### src/rtl/gpcfg_params.svh
// Register offsets, field positions, reset values and timing counts
`ifndef GPCFG_PARAMS_SVH
`define GPCFG_PARAMS_SVH
`define GPCFG_ADDR_FUNC       7'h17
`define GPCFG_ADDR_DUTY       7'h18
`define GPCFG_ADDR_PERIOD     7'h1c
`define GPCFG_ADDR_PROT       7'h1d
`define GPCFG_ADDR_SCR_LO     7'h1e
`define GPCFG_ADDR_SCR_HI     7'h1f
`define GPCFG_FUNC_MSB        2
`define GPCFG_PER_MSB         1
`define GPCFG_PROT_TSD_BIT    2
`define GPCFG_PROT_MSB        2
`define GPCFG_FUNC_POR        3'h0
`define GPCFG_DUTY_POR        8'h00
`define GPCFG_PER_POR         2'h0
`define GPCFG_PROT_POR        3'h1
`define GPCFG_CLK_HZ          125000000
`define GPCFG_WAKE_FILT_NS    16000
`define GPCFG_WAKE_FILT_CYC   ((`GPCFG_WAKE_FILT_NS * 125) / 1000)
`define GPCFG_PWM_STEPS       255
`define GPCFG_F0_HZ           100
`define GPCFG_F1_HZ           200
`define GPCFG_F2_HZ           325
`define GPCFG_F3_HZ           400
`define GPCFG_STEP_CYC(f)     (`GPCFG_CLK_HZ / ((f) * `GPCFG_PWM_STEPS))
`endif

### src/rtl/gpcfg_pkg.sv
// Types shared by the configuration register group
package gpcfg_pkg;
   typedef enum logic [2:0] {
      GPCFG_FN_FAIL0  = 3'h0,
      GPCFG_FN_FAIL1  = 3'h1,
      GPCFG_FN_FAIL2  = 3'h2,
      GPCFG_FN_CYCHS  = 3'h3,
      GPCFG_FN_OFF    = 3'h4,
      GPCFG_FN_WAKE   = 3'h5,
      GPCFG_FN_PWMLS  = 3'h6,
      GPCFG_FN_PWMHS  = 3'h7
   } gpcfg_func_t;

   typedef enum logic [1:0] {
      GPCFG_MODE_NORMAL,
      GPCFG_MODE_STOP,
      GPCFG_MODE_FAILSAFE,
      GPCFG_MODE_RESTART
   } gpcfg_mode_t;

   typedef struct packed {
      logic       wr;
      logic       rd;
      logic [6:0] addr;
      logic [7:0] wdata;
   } gpcfg_req_t;

   typedef struct packed {
      logic fail_output;
      logic cyclic_hs;
      logic low_side_on;
      logic high_side_on;
      logic wake_enable;
      logic wake_source;
   } gpcfg_pin_t;
endpackage : gpcfg_pkg

### src/rtl/gpcfg_regs.sv
// Pin-function, switch timer, protection trim and scratch registers
`include "gpcfg_params.svh"
// Operation
// - Function codes 0-2 fail output, 3 cyclic high-side, 4 off.
// - Code 5 makes pin a wake input with 16 us static filter.
// - Code 6 PWM low-side switch, code 7 PWM high-side switch.
// - Function register bits 7:3 read as zero.
// - Power-on loads function code 000.
// - Level-zero lock keeps function field through soft reset.
// - Wake-input pin is a default wake source in fail-safe.
// - Duty 0 off, 255 on, otherwise n/255 on-time.
// - New duty applies from the next period.
// - Period select 00/01/10/11 gives 100/200/325/400 Hz.
// - New frequency applies after current period ends.
// - Duty and period clear on power-on and soft reset; duty kept on restart.
// - Thermal bit 0 default threshold, 1 higher threshold.
// - Limit trim 00 down, 01 default, 10 up one, 11 up two.
// - Protection register powers on as 0000 0001.
// - Level-one lock keeps protection register through soft reset.
// - Scratch bytes clear at power-up, survive soft reset.
// - Scratch writable only in normal mode, readable in stop.
// - Logic never changes scratch; they survive fail-safe and restart.
// - High scratch is bits 15:8, low scratch bits 7:0.
// - Level-zero lock blocks function and charge-pump writes.
// - Level-one lock takes effect at select_n rise, holds to power-up.
module gpcfg_regs
   import gpcfg_pkg::*;
(
   input  wire logic        clk,
   input  wire logic        rst_n,
   input  wire gpcfg_req_t  req,
   output      logic [7:0]  rdata,
   input  wire logic        select_n,
   input  wire gpcfg_mode_t mode,
   input  wire logic        soft_reset,
   input  wire logic        restart,
   input  wire logic        lock0,
   input  wire logic        lock1_set,
   input  wire logic        charge_pump_req,
   input  wire logic        wake_pin,
   output      logic        lock1,
   output      logic        charge_pump_on,
   output      gpcfg_pin_t  pin,
   output      logic        wake_level,
   output      logic        thermal_trip_level,
   output      logic [1:0]  regulator_limit_trim,
   output      logic [15:0] scratch_word
);
   localparam int FILT_CYC = `GPCFG_WAKE_FILT_CYC;

   gpcfg_func_t func;
   gpcfg_func_t next_func;
   logic [7:0]  switch_on_ratio;
   logic [7:0]  next_switch_on_ratio;
   logic [1:0]  switch_period_select;
   logic [1:0]  next_switch_period_select;
   logic [2:0]  prot;
   logic [2:0]  next_prot;
   logic [7:0]  scratch_low_byte;
   logic [7:0]  next_scratch_low_byte;
   logic [7:0]  scratch_high_byte;
   logic [7:0]  next_scratch_high_byte;
   logic        lock1_pend;
   logic        next_lock1_pend;
   logic        next_lock1;
   logic        next_charge_pump_on;
   logic [7:0]  next_rdata;
   logic [2:0]  sel_sync;
   logic [2:0]  wake_sync;
   logic        sel_rise;
   logic [11:0] filt_cnt;
   logic [11:0] next_filt_cnt;
   logic        next_wake_level;
   logic        pwm_out;
   logic        lock1_pend_seen;
   logic        next_lock1_pend_seen;

   gpcfg_pwm u_pwm (
      .clk     (clk),
      .rst_n   (rst_n),
      .duty    (switch_on_ratio),
      .freq    (switch_period_select),
      .pwm_out (pwm_out)
   );

   // Select_n and wake pin come from outside the clock domain
   always_ff @(posedge clk or negedge rst_n) begin
      if (!rst_n) begin
         sel_sync  <= 3'h7;
         wake_sync <= 3'h0;
      end else begin
         sel_sync  <= {sel_sync[1:0], select_n};
         wake_sync <= {wake_sync[1:0], wake_pin};
      end
   end

   // Rise counted once the second and third stages agree high
   assign sel_rise = sel_sync[1] & sel_sync[2] & ~lock1_pend_seen;

   always_comb begin
      next_func                 = func;
      next_switch_on_ratio      = switch_on_ratio;
      next_switch_period_select = switch_period_select;
      next_prot                 = prot;
      next_scratch_low_byte     = scratch_low_byte;
      next_scratch_high_byte    = scratch_high_byte;
      next_lock1_pend           = lock1_pend;
      next_lock1                = lock1;
      next_charge_pump_on       = charge_pump_on;
      next_lock1_pend_seen      = sel_sync[1] & sel_sync[2];
      if (restart) begin
         next_switch_period_select = 2'h0;
      end else if (soft_reset) begin
         if (!lock0)
            next_func = gpcfg_func_t'(`GPCFG_FUNC_POR);
         next_switch_on_ratio      = `GPCFG_DUTY_POR;
         next_switch_period_select = `GPCFG_PER_POR;
         if (!lock1)
            next_prot = `GPCFG_PROT_POR;
         // Scratch bytes deliberately untouched here
      end else if (req.wr) begin
         case (req.addr)
            `GPCFG_ADDR_FUNC:
               if (!lock0)
                  next_func = gpcfg_func_t'(req.wdata[`GPCFG_FUNC_MSB:0]);
            `GPCFG_ADDR_DUTY:   next_switch_on_ratio = req.wdata;
            `GPCFG_ADDR_PERIOD:
               next_switch_period_select = req.wdata[`GPCFG_PER_MSB:0];
            `GPCFG_ADDR_PROT:
               if (!lock1)
                  next_prot = req.wdata[`GPCFG_PROT_MSB:0];
            `GPCFG_ADDR_SCR_LO:
               if (mode == GPCFG_MODE_NORMAL)
                  next_scratch_low_byte = req.wdata;
            `GPCFG_ADDR_SCR_HI:
               if (mode == GPCFG_MODE_NORMAL)
                  next_scratch_high_byte = req.wdata;
            default: ;
         endcase
      end
      if (!lock0)
         next_charge_pump_on = charge_pump_req;
      if (lock1_set && !lock1)
         next_lock1_pend = 1'b1;
      if (lock1_pend && sel_rise) begin
         next_lock1      = 1'b1;
         next_lock1_pend = 1'b0;
      end
   end

   always_comb begin
      case (req.addr)
         `GPCFG_ADDR_FUNC:   next_rdata = {5'h00, 3'(func)};
         `GPCFG_ADDR_DUTY:   next_rdata = switch_on_ratio;
         `GPCFG_ADDR_PERIOD: next_rdata = {6'h00, switch_period_select};
         `GPCFG_ADDR_PROT:   next_rdata = {5'h00, prot};
         `GPCFG_ADDR_SCR_LO: next_rdata = scratch_low_byte;
         `GPCFG_ADDR_SCR_HI: next_rdata = scratch_high_byte;
         default:            next_rdata = 8'h00;
      endcase
      if (!req.rd)
         next_rdata = rdata;
   end

   always_ff @(posedge clk or negedge rst_n) begin
      if (!rst_n) begin
         func                 <= gpcfg_func_t'(`GPCFG_FUNC_POR);
         switch_on_ratio      <= `GPCFG_DUTY_POR;
         switch_period_select <= `GPCFG_PER_POR;
         prot                 <= `GPCFG_PROT_POR;
         scratch_low_byte     <= 8'h00;
         scratch_high_byte    <= 8'h00;
         lock1_pend           <= 1'b0;
         lock1_pend_seen      <= 1'b1;
         lock1                <= 1'b0;
         charge_pump_on       <= 1'b0;
         rdata                <= 8'h00;
      end else begin
         func                 <= next_func;
         switch_on_ratio      <= next_switch_on_ratio;
         switch_period_select <= next_switch_period_select;
         prot                 <= next_prot;
         scratch_low_byte     <= next_scratch_low_byte;
         scratch_high_byte    <= next_scratch_high_byte;
         lock1_pend           <= next_lock1_pend;
         lock1_pend_seen      <= next_lock1_pend_seen;
         lock1                <= next_lock1;
         charge_pump_on       <= next_charge_pump_on;
         rdata                <= next_rdata;
      end
   end

   // Static filter: level must hold a full window before it is accepted
   always_comb begin
      next_filt_cnt   = filt_cnt;
      next_wake_level = wake_level;
      if (func != GPCFG_FN_WAKE) begin
         next_filt_cnt   = 12'h000;
         next_wake_level = 1'b0;
      end else if (wake_sync[2] != wake_sync[1] || wake_sync[2] == wake_level) begin
         next_filt_cnt = 12'h000;
      end else if (filt_cnt == 12'(FILT_CYC - 1)) begin
         next_filt_cnt   = 12'h000;
         next_wake_level = wake_sync[2];
      end else begin
         next_filt_cnt = filt_cnt + 12'h001;
      end
   end

   always_ff @(posedge clk or negedge rst_n) begin
      if (!rst_n) begin
         filt_cnt   <= 12'h000;
         wake_level <= 1'b0;
      end else begin
         filt_cnt   <= next_filt_cnt;
         wake_level <= next_wake_level;
      end
   end

   always_comb begin
      pin.fail_output  = (func == GPCFG_FN_FAIL0) || (func == GPCFG_FN_FAIL1)
                         || (func == GPCFG_FN_FAIL2);
      pin.cyclic_hs    = (func == GPCFG_FN_CYCHS);
      pin.low_side_on  = (func == GPCFG_FN_PWMLS) && pwm_out;
      pin.high_side_on = (func == GPCFG_FN_PWMHS) && pwm_out;
      pin.wake_enable  = (func == GPCFG_FN_WAKE);
      pin.wake_source  = (func == GPCFG_FN_WAKE) && (mode == GPCFG_MODE_FAILSAFE);
   end

   assign thermal_trip_level   = prot[`GPCFG_PROT_TSD_BIT];
   assign regulator_limit_trim = prot[1:0];
   assign scratch_word         = {scratch_high_byte, scratch_low_byte};
endmodule : gpcfg_regs

### src/rtl/gpcfg_pwm.sv
// Period-aligned switch timer with shadowed duty and frequency
`include "gpcfg_params.svh"
module gpcfg_pwm
   import gpcfg_pkg::*;
(
   input  wire logic       clk,
   input  wire logic       rst_n,
   input  wire logic [7:0] duty,
   input  wire logic [1:0] freq,
   output      logic       pwm_out
);
   localparam int C0 = `GPCFG_STEP_CYC(`GPCFG_F0_HZ);
   localparam int C1 = `GPCFG_STEP_CYC(`GPCFG_F1_HZ);
   localparam int C2 = `GPCFG_STEP_CYC(`GPCFG_F2_HZ);
   localparam int C3 = `GPCFG_STEP_CYC(`GPCFG_F3_HZ);

   logic [12:0] div;
   logic [12:0] next_div;
   logic [7:0]  step;
   logic [7:0]  next_step;
   logic [7:0]  duty_act;
   logic [7:0]  next_duty_act;
   logic [1:0]  freq_act;
   logic [1:0]  next_freq_act;
   logic        next_pwm_out;
   logic [12:0] div_top;
   logic        tick;

   always_comb begin
      case (freq_act)
         2'h0:    div_top = 13'(C0 - 1);
         2'h1:    div_top = 13'(C1 - 1);
         2'h2:    div_top = 13'(C2 - 1);
         default: div_top = 13'(C3 - 1);
      endcase
      tick          = (div == div_top);
      next_div      = tick ? 13'h0000 : div + 13'h0001;
      next_step     = step;
      next_duty_act = duty_act;
      next_freq_act = freq_act;
      if (tick) begin
         if (step == 8'(`GPCFG_PWM_STEPS - 1)) begin
            next_step     = 8'h00;
            next_duty_act = duty;
            next_freq_act = freq;
         end else begin
            next_step = step + 8'h01;
         end
      end
      // Full scale forces on so 8'hff never leaves a gap step
      if (duty_act == 8'h00)
         next_pwm_out = 1'b0;
      else if (duty_act == 8'hff)
         next_pwm_out = 1'b1;
      else
         next_pwm_out = (step < duty_act);
   end

   always_ff @(posedge clk or negedge rst_n) begin
      if (!rst_n) begin
         div      <= 13'h0000;
         step     <= 8'h00;
         duty_act <= 8'h00;
         freq_act <= 2'h0;
         pwm_out  <= 1'b0;
      end else begin
         div      <= next_div;
         step     <= next_step;
         duty_act <= next_duty_act;
         freq_act <= next_freq_act;
         pwm_out  <= next_pwm_out;
      end
   end
endmodule : gpcfg_pwm

### config.mk
export PLATFORM = sky130hd
export DESIGN_NAME = gpcfg_regs
export DESIGN_NICKNAME = d
export VERILOG_FILES = /design/src/rtl/gpcfg_pkg.sv /design/src/rtl/gpcfg_regs.sv /design/src/rtl/gpcfg_pwm.sv
export VERILOG_INCLUDE_DIRS = /design/src /design/src/rtl
export SDC_FILE = /design/constraint.sdc
export NUM_CORES = 1
export LEC_CHECK = 0
export BUFFER_PORTS_ARGS = -buffer_cell sky130_fd_sc_hd__buf_2
export CAP_MARGIN = 0
export CELL_PAD_IN_SITES_DETAIL_PLACEMENT = 1
export CELL_PAD_IN_SITES_GLOBAL_PLACEMENT = 1
export CORE_AREA = 8 8 108 130
export CTS_BUF_LIST = sky130_fd_sc_hd__clkbuf_16
export DETAILED_ROUTE_END_ITERATION = 8
export DIE_AREA = 0 0 116 138
export PLACE_DENSITY_LB_ADDON = 0.1
export RECOVER_POWER = 100
export SLEW_MARGIN = 25
export SYNTH_ARGS = -nofsm -noshare
export SYNTH_HDL_FRONTEND = slang
export SYNTH_HIERARCHICAL = 1
export SYNTH_SLANG_ARGS = --single-unit
### constraint.sdc
create_clock -name clk -period 2.4 [get_ports clk]
set_clock_uncertainty 0.2 [all_clocks]
set_input_delay 0.24 -clock clk [delete_from_list [all_inputs] [get_ports clk]]
set_output_delay 0.24 -clock clk [all_outputs]
set_load 0.005 [all_outputs]
Word level (Yosys, flattened, before mapping)
Cells that the tools add are included.
- register bits after elaboration: 95
- bits of input ports: 28
- logic and storage cells: 114
- add/sub/neg operators: 3
- magnitude comparators: 1
- bitwise gates (word level): 7
- reductions and logical operators: 29
- equality and inequality tests: 23
- mux-type cells: 31
- operator list (kind ; number):
    8-bit case mux with 6 select lines ; 1
    7-bit by 5-bit == test with 1-bit output, second input constant ; 6
    13-bit case mux with 3 select lines ; 1
    12-bit 2-to-1 mux ; 3
    8-bit 2-to-1 mux ; 4
    3-bit 2-to-1 mux ; 10
    8-bit == test, second input constant ; 2
    13-bit by 1-bit adder with 13-bit output, second input constant ; 1
    13-bit == test ; 1
    13-bit 2-to-1 mux ; 1
    12-bit by 1-bit adder with 12-bit output, second input constant ; 1
    12-bit by 11-bit == test with 1-bit output, second input constant ; 1
    2-bit nonzero test ; 6
    5-bit AND reduction ; 2
    3-bit == test, second input constant ; 3
    8-bit by 1-bit adder with 8-bit output, second input constant ; 1
    8-bit logical NOT ; 1
    8-bit < comparator ; 1
    2-bit 2-to-1 mux ; 4
    4-bit AND reduction ; 2
    1-bit 2-to-1 mux ; 7
    3-bit by 2-bit == test with 1-bit output, second input constant ; 2
    2-bit AND reduction ; 3
    3-bit nonzero test ; 2
    other kinds (15) ; 28

Depth between registers and ports, before layout
Gate-level depths: netlist (run 1).
- depth in word-level cells: 5
- depth in mapped cells: 8
- depth with buffers taken out: 7

Cells and area by module
The synthesis (run 1) kept the hierarchy.
- modules (own cells, without submodules) (module ; times used ; cells each ; area an instance (µm²)):
    gpcfg_regs ; 1 ; 253 ; 2964.1
    gpcfg_pwm ; 1 ; 183 ; 1925.6

Worst setup path before layout (run 1)
OpenSTA, ideal clock, no wires.
- kind: reg2reg
- start point: register u_pwm.freq_act[0]
- end point: register u_pwm.duty_act[0]
- buffers on the path: 1
- setup time: 0.125 ns
- arrival: 2.108 ns
- path slack: -0.033 ns
- cell stages (with the launch flop): 9
- path through: dfrtp_1 inv_1 ha_1 or4b_4 mux2i_4 nand4b_4 nand2b_4 buf_6 mux2_4
- cells in the longest elaborated chain, start to end: 4
- ends and longest elaborated chain (item ; RTL line ; source):
    from (decl) ; gpcfg_pwm.sv:23 ; logic [1:0] freq_act;
    from (signal assigned) ; gpcfg_pwm.sv:70 ; freq_act <= next_freq_act;
    2-bit == test, or another cell as far along ; gpcfg_pwm.sv:30 ; case (freq_act)
    13-bit case mux with 3 select lines (*) ; gpcfg_pwm.sv:30 ;
    13-bit == test (*) ; gpcfg_pwm.sv:36 ; tick = (div == div_top);
    2-bit AND reduction (no source line) (*) ; -- ;
    to (signal assigned) ; gpcfg_pwm.sv:69 ; duty_act <= next_duty_act;
    to (decl) ; gpcfg_pwm.sv:21 ; logic [7:0] duty_act;
Mark *: on every way between the ends. The rest lies on a longest branch, timed or not.
A chain may end at the register's enable or synchronous reset.

Worst setup path in the final report (run 1)
- start point: register u_pwm.freq_act[1]
- end point: register u_pwm.step[6]
- cells in the longest elaborated chain, start to end: 3
- ends and longest elaborated chain (item ; RTL line ; source):
    2-bit == test, or another cell as far along ; gpcfg_pwm.sv:30 ;
    13-bit case mux with 3 select lines (*) ; gpcfg_pwm.sv:30 ;
    13-bit == test (*) ; gpcfg_pwm.sv:36 ;
    to (signal assigned) ; gpcfg_pwm.sv:68 ; step <= next_step;
    to (decl) ; gpcfg_pwm.sv:19 ; logic [7:0] step;
Marks and branches as above.

==> results.py, run 1 <==
metrics = {
    "pwr": {
        "peakVddDrop_uv": 374,
        "p_per_area_nw_per_um2": 581,
        "leakagePower_nw": 2.70,
    },
    "placed_design": {
        "placed_cell_area_sq_um": 5480,
        "place_hpwl_mm": 9.02,
        "place_congestion": 0.769,
        "place_inst": 665,
        "io_buffers": 63,
    },
    "critical_path": {
        "path_class": "reg -> reg",
        "worstSetupEndpointType": "flip-flop",
        "critPathMaxFanout": 7,
        "crit_arrival_ns": 2.38,
        "cp-start-kind": "flip-flop",
        "required_ns": 2.43,
    },
    "grt": {
        "grt_pass1_vias": 3991,
        "grt_pass1_wl_mm": 20.7,
        "grt_usage": 0.163,
        "antenna_found_initial": 0,
        "grt_max_degree": 43,
        "overflow": 0,
    },
    "routing": {
        "drt-vias-per-instance": 5.28,
        "routed_wl_mm": 12.6,
        "drc_errors": 0,
        "vias": 3677,
        "post_drt_wl_per_cell_microns": 18.0,
        "drt_iter0_markers": 81,
        "ant_nets": 0,
        "drt_pass1_iterations": 4,
    },
    "sta": {
        "relSlewSlack": 0.380,
        "min_period_ns": 2.35,
        "worst_pin_slew_ns": 0.931,
        "fin_crit_sh": 0.977,
        "hold_violations": 0,
        "max_freq_mhz": 426,
        "grt_setup_unrepaired": "true",
        "slew_viol_final": 0,
        "setup_viol": 0,
        "hold_ws_ns": 0.0127,
    },
    "floorplan": {
        "die_y_microns": 138,
        "row_count": 44,
        "initial_utilization": 0.411,
        "io_pins": 64,
        "core_sq_um": 11900,
        "dieArea_sq_um": 16000,
        "die_w_microns": 116,
    },
    "cells_and_area": {
        "final_cell_mix": "dfrtp_1 (90), nor2_1 (43), buf_2 (33)",
        "post-route-util": 0.498,
        "design_area_sq_um": 5920,
        "areaGrowthSynthToFinish_pct": 21.2,
        "drive_above_1_share": 0.226,
        "fin_cells": 697,
        "final_common_cell": "dfrtp_1",
        "num-fill-cells": 1346,
        "fin_nets": 574,
        "antenna_cells": 0,
    },
    "clock_network": {
        "cts_buffer_depth": 2,
        "cts.sinks": 95,
        "htreeDepth": 3,
        "cts_tree": "yes",
        "cts_made_buffers": 9,
        "cts.clk_slew.worst_paths_ns": 0.06,
        "root_buffer": "clkbuf_16",
        "clk_latency_ns": 0.35,
    },
    "logic_synthesis": {
        "synth_top_area_frac": 0.461,
        "synth-seq-area-share": 0.487,
        "ys.flop_type": "dfrtp_1",
        "ys_top_cells_by_area": "dfrtp_1 (46%), ha_1 (3.8%), mux2_2 (3.7%), nor2_1 (3.3%), mux2_4 (3.1%)",
        "async_reset_ff_frac": 1.00,
        "synth.distinct_cells": 64,
        "netlist_instances": 436,
        "synth_enable_flop_cells": 0,
        "synth_top_cell_by_area": "dfrtp_1",
        "synthesis.area_sq_um": 4890,
        "ys_ff_latch": 95,
        "synth_warnings": 6,
        "synth_fp_nets": 479,
        "avgSynthCellArea_sq_um": 11.2,
    },
    "run_status": {
        "run_status": "finished clean",
    },
    "run": {
        "cap_violations": 0,
    },
    "worst_hold_path": {
        "hp-class": "in -> reg",
    },
}
power breakdown:
part	internal [mW]	switching, mW	total [mW]
Combinational	0.0938	0.136	0.230
Sequential	1.64	0.0419	1.68
Clock	0.908	0.622	1.53
flip-flops by register name (all words and copies together), names as in the netlist, 3 cells and up:
name,count
rdata,8
u_pwm/duty_act,8
scratch_high_byte,8
prot,3
filt_cnt,12
switch_on_ratio,8
u_pwm/div,13
func,3
scratch_low_byte,8
sel_sync,3
u_pwm/step,8
wake_sync,3
path summary, 6_finish.rpt:
check	startpoint	slack, ns	cells past startpoint	endpoint
setup / recovery	u_pwm/freq_act[1]	0.05	9	u_pwm/step[6]
hold / removal	req[2]	0.01	2	scratch_low_byte[2]
setup reg to reg	u_pwm/freq_act[1]	0.05	9	u_pwm/step[6]
hold reg to reg	wake_sync[0]	0.16	0	wake_sync[1]
max in group asynchronous	rst_n	0.44	3	wake_level
min in group asynchronous	rst_n	0.37	2	u_pwm/step[6]
cells by family after synthesis:
logic type,Yosys count,synth area share
compound gates,72,0.111
xor+xnor,25,0.0448
fa+ha+maj,15,0.0384
buf+inv,32,0.0292
flops,95,0.487
mux,40,0.104
simple gates,157,0.185
final cells by class:
type | count | area [sq um] | area share
repair buffers | 93 | 543 | 0.0917
clock inverters | 7 | 90.1 | 0.0152
inverters | 22 | 82.6 | 0.0139
well taps | 161 | 201 | 0.0340
multi-input cells | 310 | 2400 | 0.405
flip-flops and latches | 95 | 2380 | 0.402
clock buffers | 9 | 225 | 0.0380
cell usage after synthesis, drive strengths merged, types with 2 or more instances:
cell type / count
clkbuf: 2
inv: 21
o31ai: 3
mux4: 2
nand3b: 2
or2: 3
a22oi: 9
nand2: 25
o21ai: 15
a21o: 5
mux2: 27
nand2b: 4
dfstp: 5
a21oi: 5
or3: 5
a221oi: 3
xnor2: 17
ha: 15
a22o: 12
and2: 3
buf: 8
nand4: 11
nand3: 16
and3: 5
nor3b: 5
nor4: 7
nor3: 15
dfrtp: 90
o2bb2ai: 9
mux2i: 11
nand4b: 3
nor2: 43
and4b: 2
nor2b: 5
xor2: 8
per-layer routing:
metal,GRT usage,part of all wire,wire length (microns),up-vias
li1,-,-,-,1766
met2,0.259,0.50,6320,57
met3,0.0370,0.037,462,12
met1,0.206,0.44,5560,1842
met5,0,0,0,-
met4,0.0719,0.017,218,0
through the flow:
| stage | power [mW] | setup TNS [ns] | setup WS, ns |
|---|---|---|---|
| after floorplan | 1.80 | 0 | 0.0320 |
| after global placement | 1.94 | 0 | 0.0664 |
| after detailed placement | 1.95 | -0.0250 | -0.0250 |
| after CTS | 3.51 | 0 | 0.0142 |
| after global routing | 3.58 | -0.348 | -0.0473 |
| final | 3.44 | 0 | 0.0544 |
critical path, stage by stage (launching register included):
cell and delay [ns]:
dfrtp_1 0.41, inv_2 0.08, ha_4 0.16, or4b_4 0.49, mux2i_4 0.18, nand4b_4 0.16
buf_4 0.18, clkbuf_16 0.15, o21ai_1 0.14, o31ai_1 0.08
repair_timing:
action                                  4_1_cts  5_1_grt
hold buffers                                 11        0
endpoints found under the hold margin        54        0
gates cloned                                  0        2
gates resized for setup                       1       13
pin swaps                                     1        3
buffers inserted                              0        3
endpoints found under the setup margin       10       12
No activity file was read; power rests on OpenSTA's default activity.
==> inputs of run 2 (changes only) <==
--- a/config.mk
+++ b/config.mk
@@ -8,14 +8,13 @@
 export LEC_CHECK = 0
 export BUFFER_PORTS_ARGS = -buffer_cell sky130_fd_sc_hd__buf_2
 export CAP_MARGIN = 0
-export CELL_PAD_IN_SITES_DETAIL_PLACEMENT = 1
-export CELL_PAD_IN_SITES_GLOBAL_PLACEMENT = 1
-export CORE_AREA = 8 8 108 130
+export CORE_AREA = 8 8 105 126
 export CTS_BUF_LIST = sky130_fd_sc_hd__clkbuf_16
 export DETAILED_ROUTE_END_ITERATION = 8
-export DIE_AREA = 0 0 116 138
+export DIE_AREA = 0 0 113 134
 export PLACE_DENSITY_LB_ADDON = 0.1
 export RECOVER_POWER = 100
+export SETUP_SLACK_MARGIN = 0.2
 export SLEW_MARGIN = 25
 export SYNTH_ARGS = -nofsm -noshare
 export SYNTH_HDL_FRONTEND = slang
==> run 2 against run 1 <==
Compared with the run above: combinational power barely moved; global-route usage fell by 0.48 points; design area about the same; die area is 5.4% lower; power decreased by 2.4%; worst setup slack improved by 0.010 ns; register-to-register slack about the same; worst hold slack better by 0.0078 ns; non-clock buffer count up 2; wire length down 8.7%; sequential power about the same; critical path type unchanged; critical endpoint is now u_pwm/duty_act[6]; largest power group unchanged.
==> results.py, run 2 (same netlist as run 1, synthesis figures left out) <==
metrics = {
    "critical_path": {
        "rr_endpoint": "u_pwm/duty_act[6]",
        "crit_arrival_ns": 2.36,
        "cp-start-kind": "flip-flop",
        "critPathMaxFanout": 5,
        "reg2reg_from": "u_pwm/freq_act[1]",
        "worstSetupEndpointType": "flip-flop",
        "ff2ff_setup_slack_ns": 0.06,
        "r2r_cells": 7,
        "required_ns": 2.43,
        "path_class": "reg -> reg",
    },
    "cells_and_area": {
        "top_register": "u_pwm/div",
        "areaGrowthSynthToFinish_pct": 21.1,
        "final_cell_mix": "dfrtp_1 (90), nor2_1 (43), buf_2 (37)",
        "final_common_cell": "dfrtp_1",
        "drive_above_1_share": 0.243,
        "antenna_cells": 0,
        "largest_reg_flops": 13,
        "fin_nets": 576,
        "num-fill-cells": 1067,
        "post-route-util": 0.524,
        "largestRegisters": "u_pwm/div x13, filt_cnt x12",
    },
    "pwr": {
        "p_per_area_nw_per_um2": 568,
        "peakVddDrop_uv": 280,
        "leakagePower_nw": 2.71,
        "power_mw": 3.36,
    },
    "routing": {
        "routed_wl_mm": 11.5,
        "ant_nets": 0,
        "drt-vias-per-instance": 5.39,
        "vias": 3629,
        "drt_iter0_markers": 110,
        "post_drt_wl_per_cell_microns": 17.0,
        "drt_pass1_iterations": 4,
        "drc_errors": 0,
    },
    "floorplan": {
        "initial_utilization": 0.433,
        "dieArea_sq_um": 15100,
        "die_w_microns": 113,
        "die_y_microns": 134,
        "row_count": 43,
        "io_pins": 64,
        "core_sq_um": 11300,
    },
    "placed_design": {
        "pre_cts_ws_ns": -0.0265,
        "place_hpwl_mm": 8.32,
        "place_congestion": 0.760,
        "io_buffers": 63,
    },
    "sta": {
        "setup_viol": 0,
        "hold_violations": 0,
        "fin_crit_sh": 0.973,
        "grt_setup_unrepaired": "true",
        "max_freq_mhz": 428,
        "setup_tns_ns": 0,
        "worst_pin_slew_ns": 0.770,
        "fin_ws_ns": 0.0649,
        "relSlewSlack": 0.486,
        "slew_viol_final": 0,
        "min_period_ns": 2.34,
    },
    "worst_hold_path": {
        "hp-class": "in -> reg",
        "min_to": "switch_period_select[0]",
        "min_from": "restart",
        "hold_depth": 2,
    },
    "grt": {
        "grt_usage": 0.159,
        "grt_pass1_wl_mm": 19.1,
        "grt_max_degree": 48,
        "antenna_found_initial": 0,
        "grt_pass1_vias": 3818,
        "overflow": 0,
    },
    "clock_network": {
        "clk_latency_ns": 0.35,
        "cts_buffer_depth": 2,
        "root_buffer": "clkbuf_16",
        "cts_tree": "yes",
        "htreeDepth": 3,
        "cts.sinks": 95,
        "cts_made_buffers": 9,
        "cts.clk_slew.worst_paths_ns": 0.07,
    },
    "run_status": {
        "run_status": "finished clean",
    },
    "run": {
        "cap_violations": 0,
    },
}
-- run 2: layout make-up --
cell class                 count  area (sq um)  area share
clock inverter                 7          72.6      0.0123
tap                          135           169      0.0285
inverter                      22          82.6      0.0139
timing repair buffer          95           563      0.0951
multi-input combinational    310          2430       0.410
clock buffer                   9           225      0.0380
sequential                    95          2380       0.402
-- run 2: where the power goes --
part,total [mW],switching (mW),leakage [nW],internal (mW)
sequential,1.68,0.0403,1.26,1.64
combinational,0.228,0.131,1.31,0.0974
clock,1.45,0.641,0.143,0.810
-- run 2: metal layers --
layer | vias to the layer above | GRT usage | wire, microns
li1 | 1781 | - | -
met1 | 1786 | 0.195 | 5220
met2 | 52 | 0.267 | 5740
met3 | 10 | 0.0328 | 327
met4 | 0 | 0.0608 | 182
met5 | - | 0 | 0
-- run 2: critical path: stages, from the launching register on --
cell and delay (ns):
dfrtp_1 0.41, inv_2 0.08, ha_4 0.16, or4b_4 0.48, mux2i_4 0.18, nand4b_4 0.15, nand2b_4 0.23, mux2_4 0.33
-- run 2: repair_timing --
| action | CTS | global route |
|---|---|---|
| setup buffers | 4 | 2 |
| setup endpoints to repair | 30 | 31 |
| gates resized for setup | 8 | 10 |
| hold buffers | 12 | 0 |
| gates cloned | 1 | 0 |
| pin swaps | 3 | 4 |
| endpoints found under the hold margin | 48 | 0 |
-- run 2: per-stage QoR --
| step | cell area [sq um] | cells | hold WS [ns] |
|---|---|---|---|
| global route | 5920 | 673 | 0.0428 |
| detailed placement | 5440 | 638 | 0.00899 |
| CTS | 5930 | 671 | 0.0118 |
| floorplan | 4900 | 436 | -0.256 |
| finish | 5920 | 673 | 0.0204 |
| global placement | 5440 | 638 | 0.00801 |
-- run 2: how the worst max path moves through the flow --
| stage | from | end | slack [ns] | cells past startpoint |
|---|---|---|---|---|
| after CTS | u_pwm/freq_act[1] | u_pwm/duty_act[6] | 0.07 | 7 |
| after detailed placement | u_pwm/freq_act[1] | u_pwm/step[7] | -0.03 | 8 |
| after floorplan | u_pwm/freq_act[0] | u_pwm/duty_act[0] | 0.04 | 8 |
| final | u_pwm/freq_act[1] | u_pwm/duty_act[6] | 0.06 | 7 |
| after global placement | u_pwm/freq_act[1] | u_pwm/step[7] | 0.06 | 8 |
| after global routing | u_pwm/freq_act[1] | u_pwm/step[0] | -0.03 | 8 |
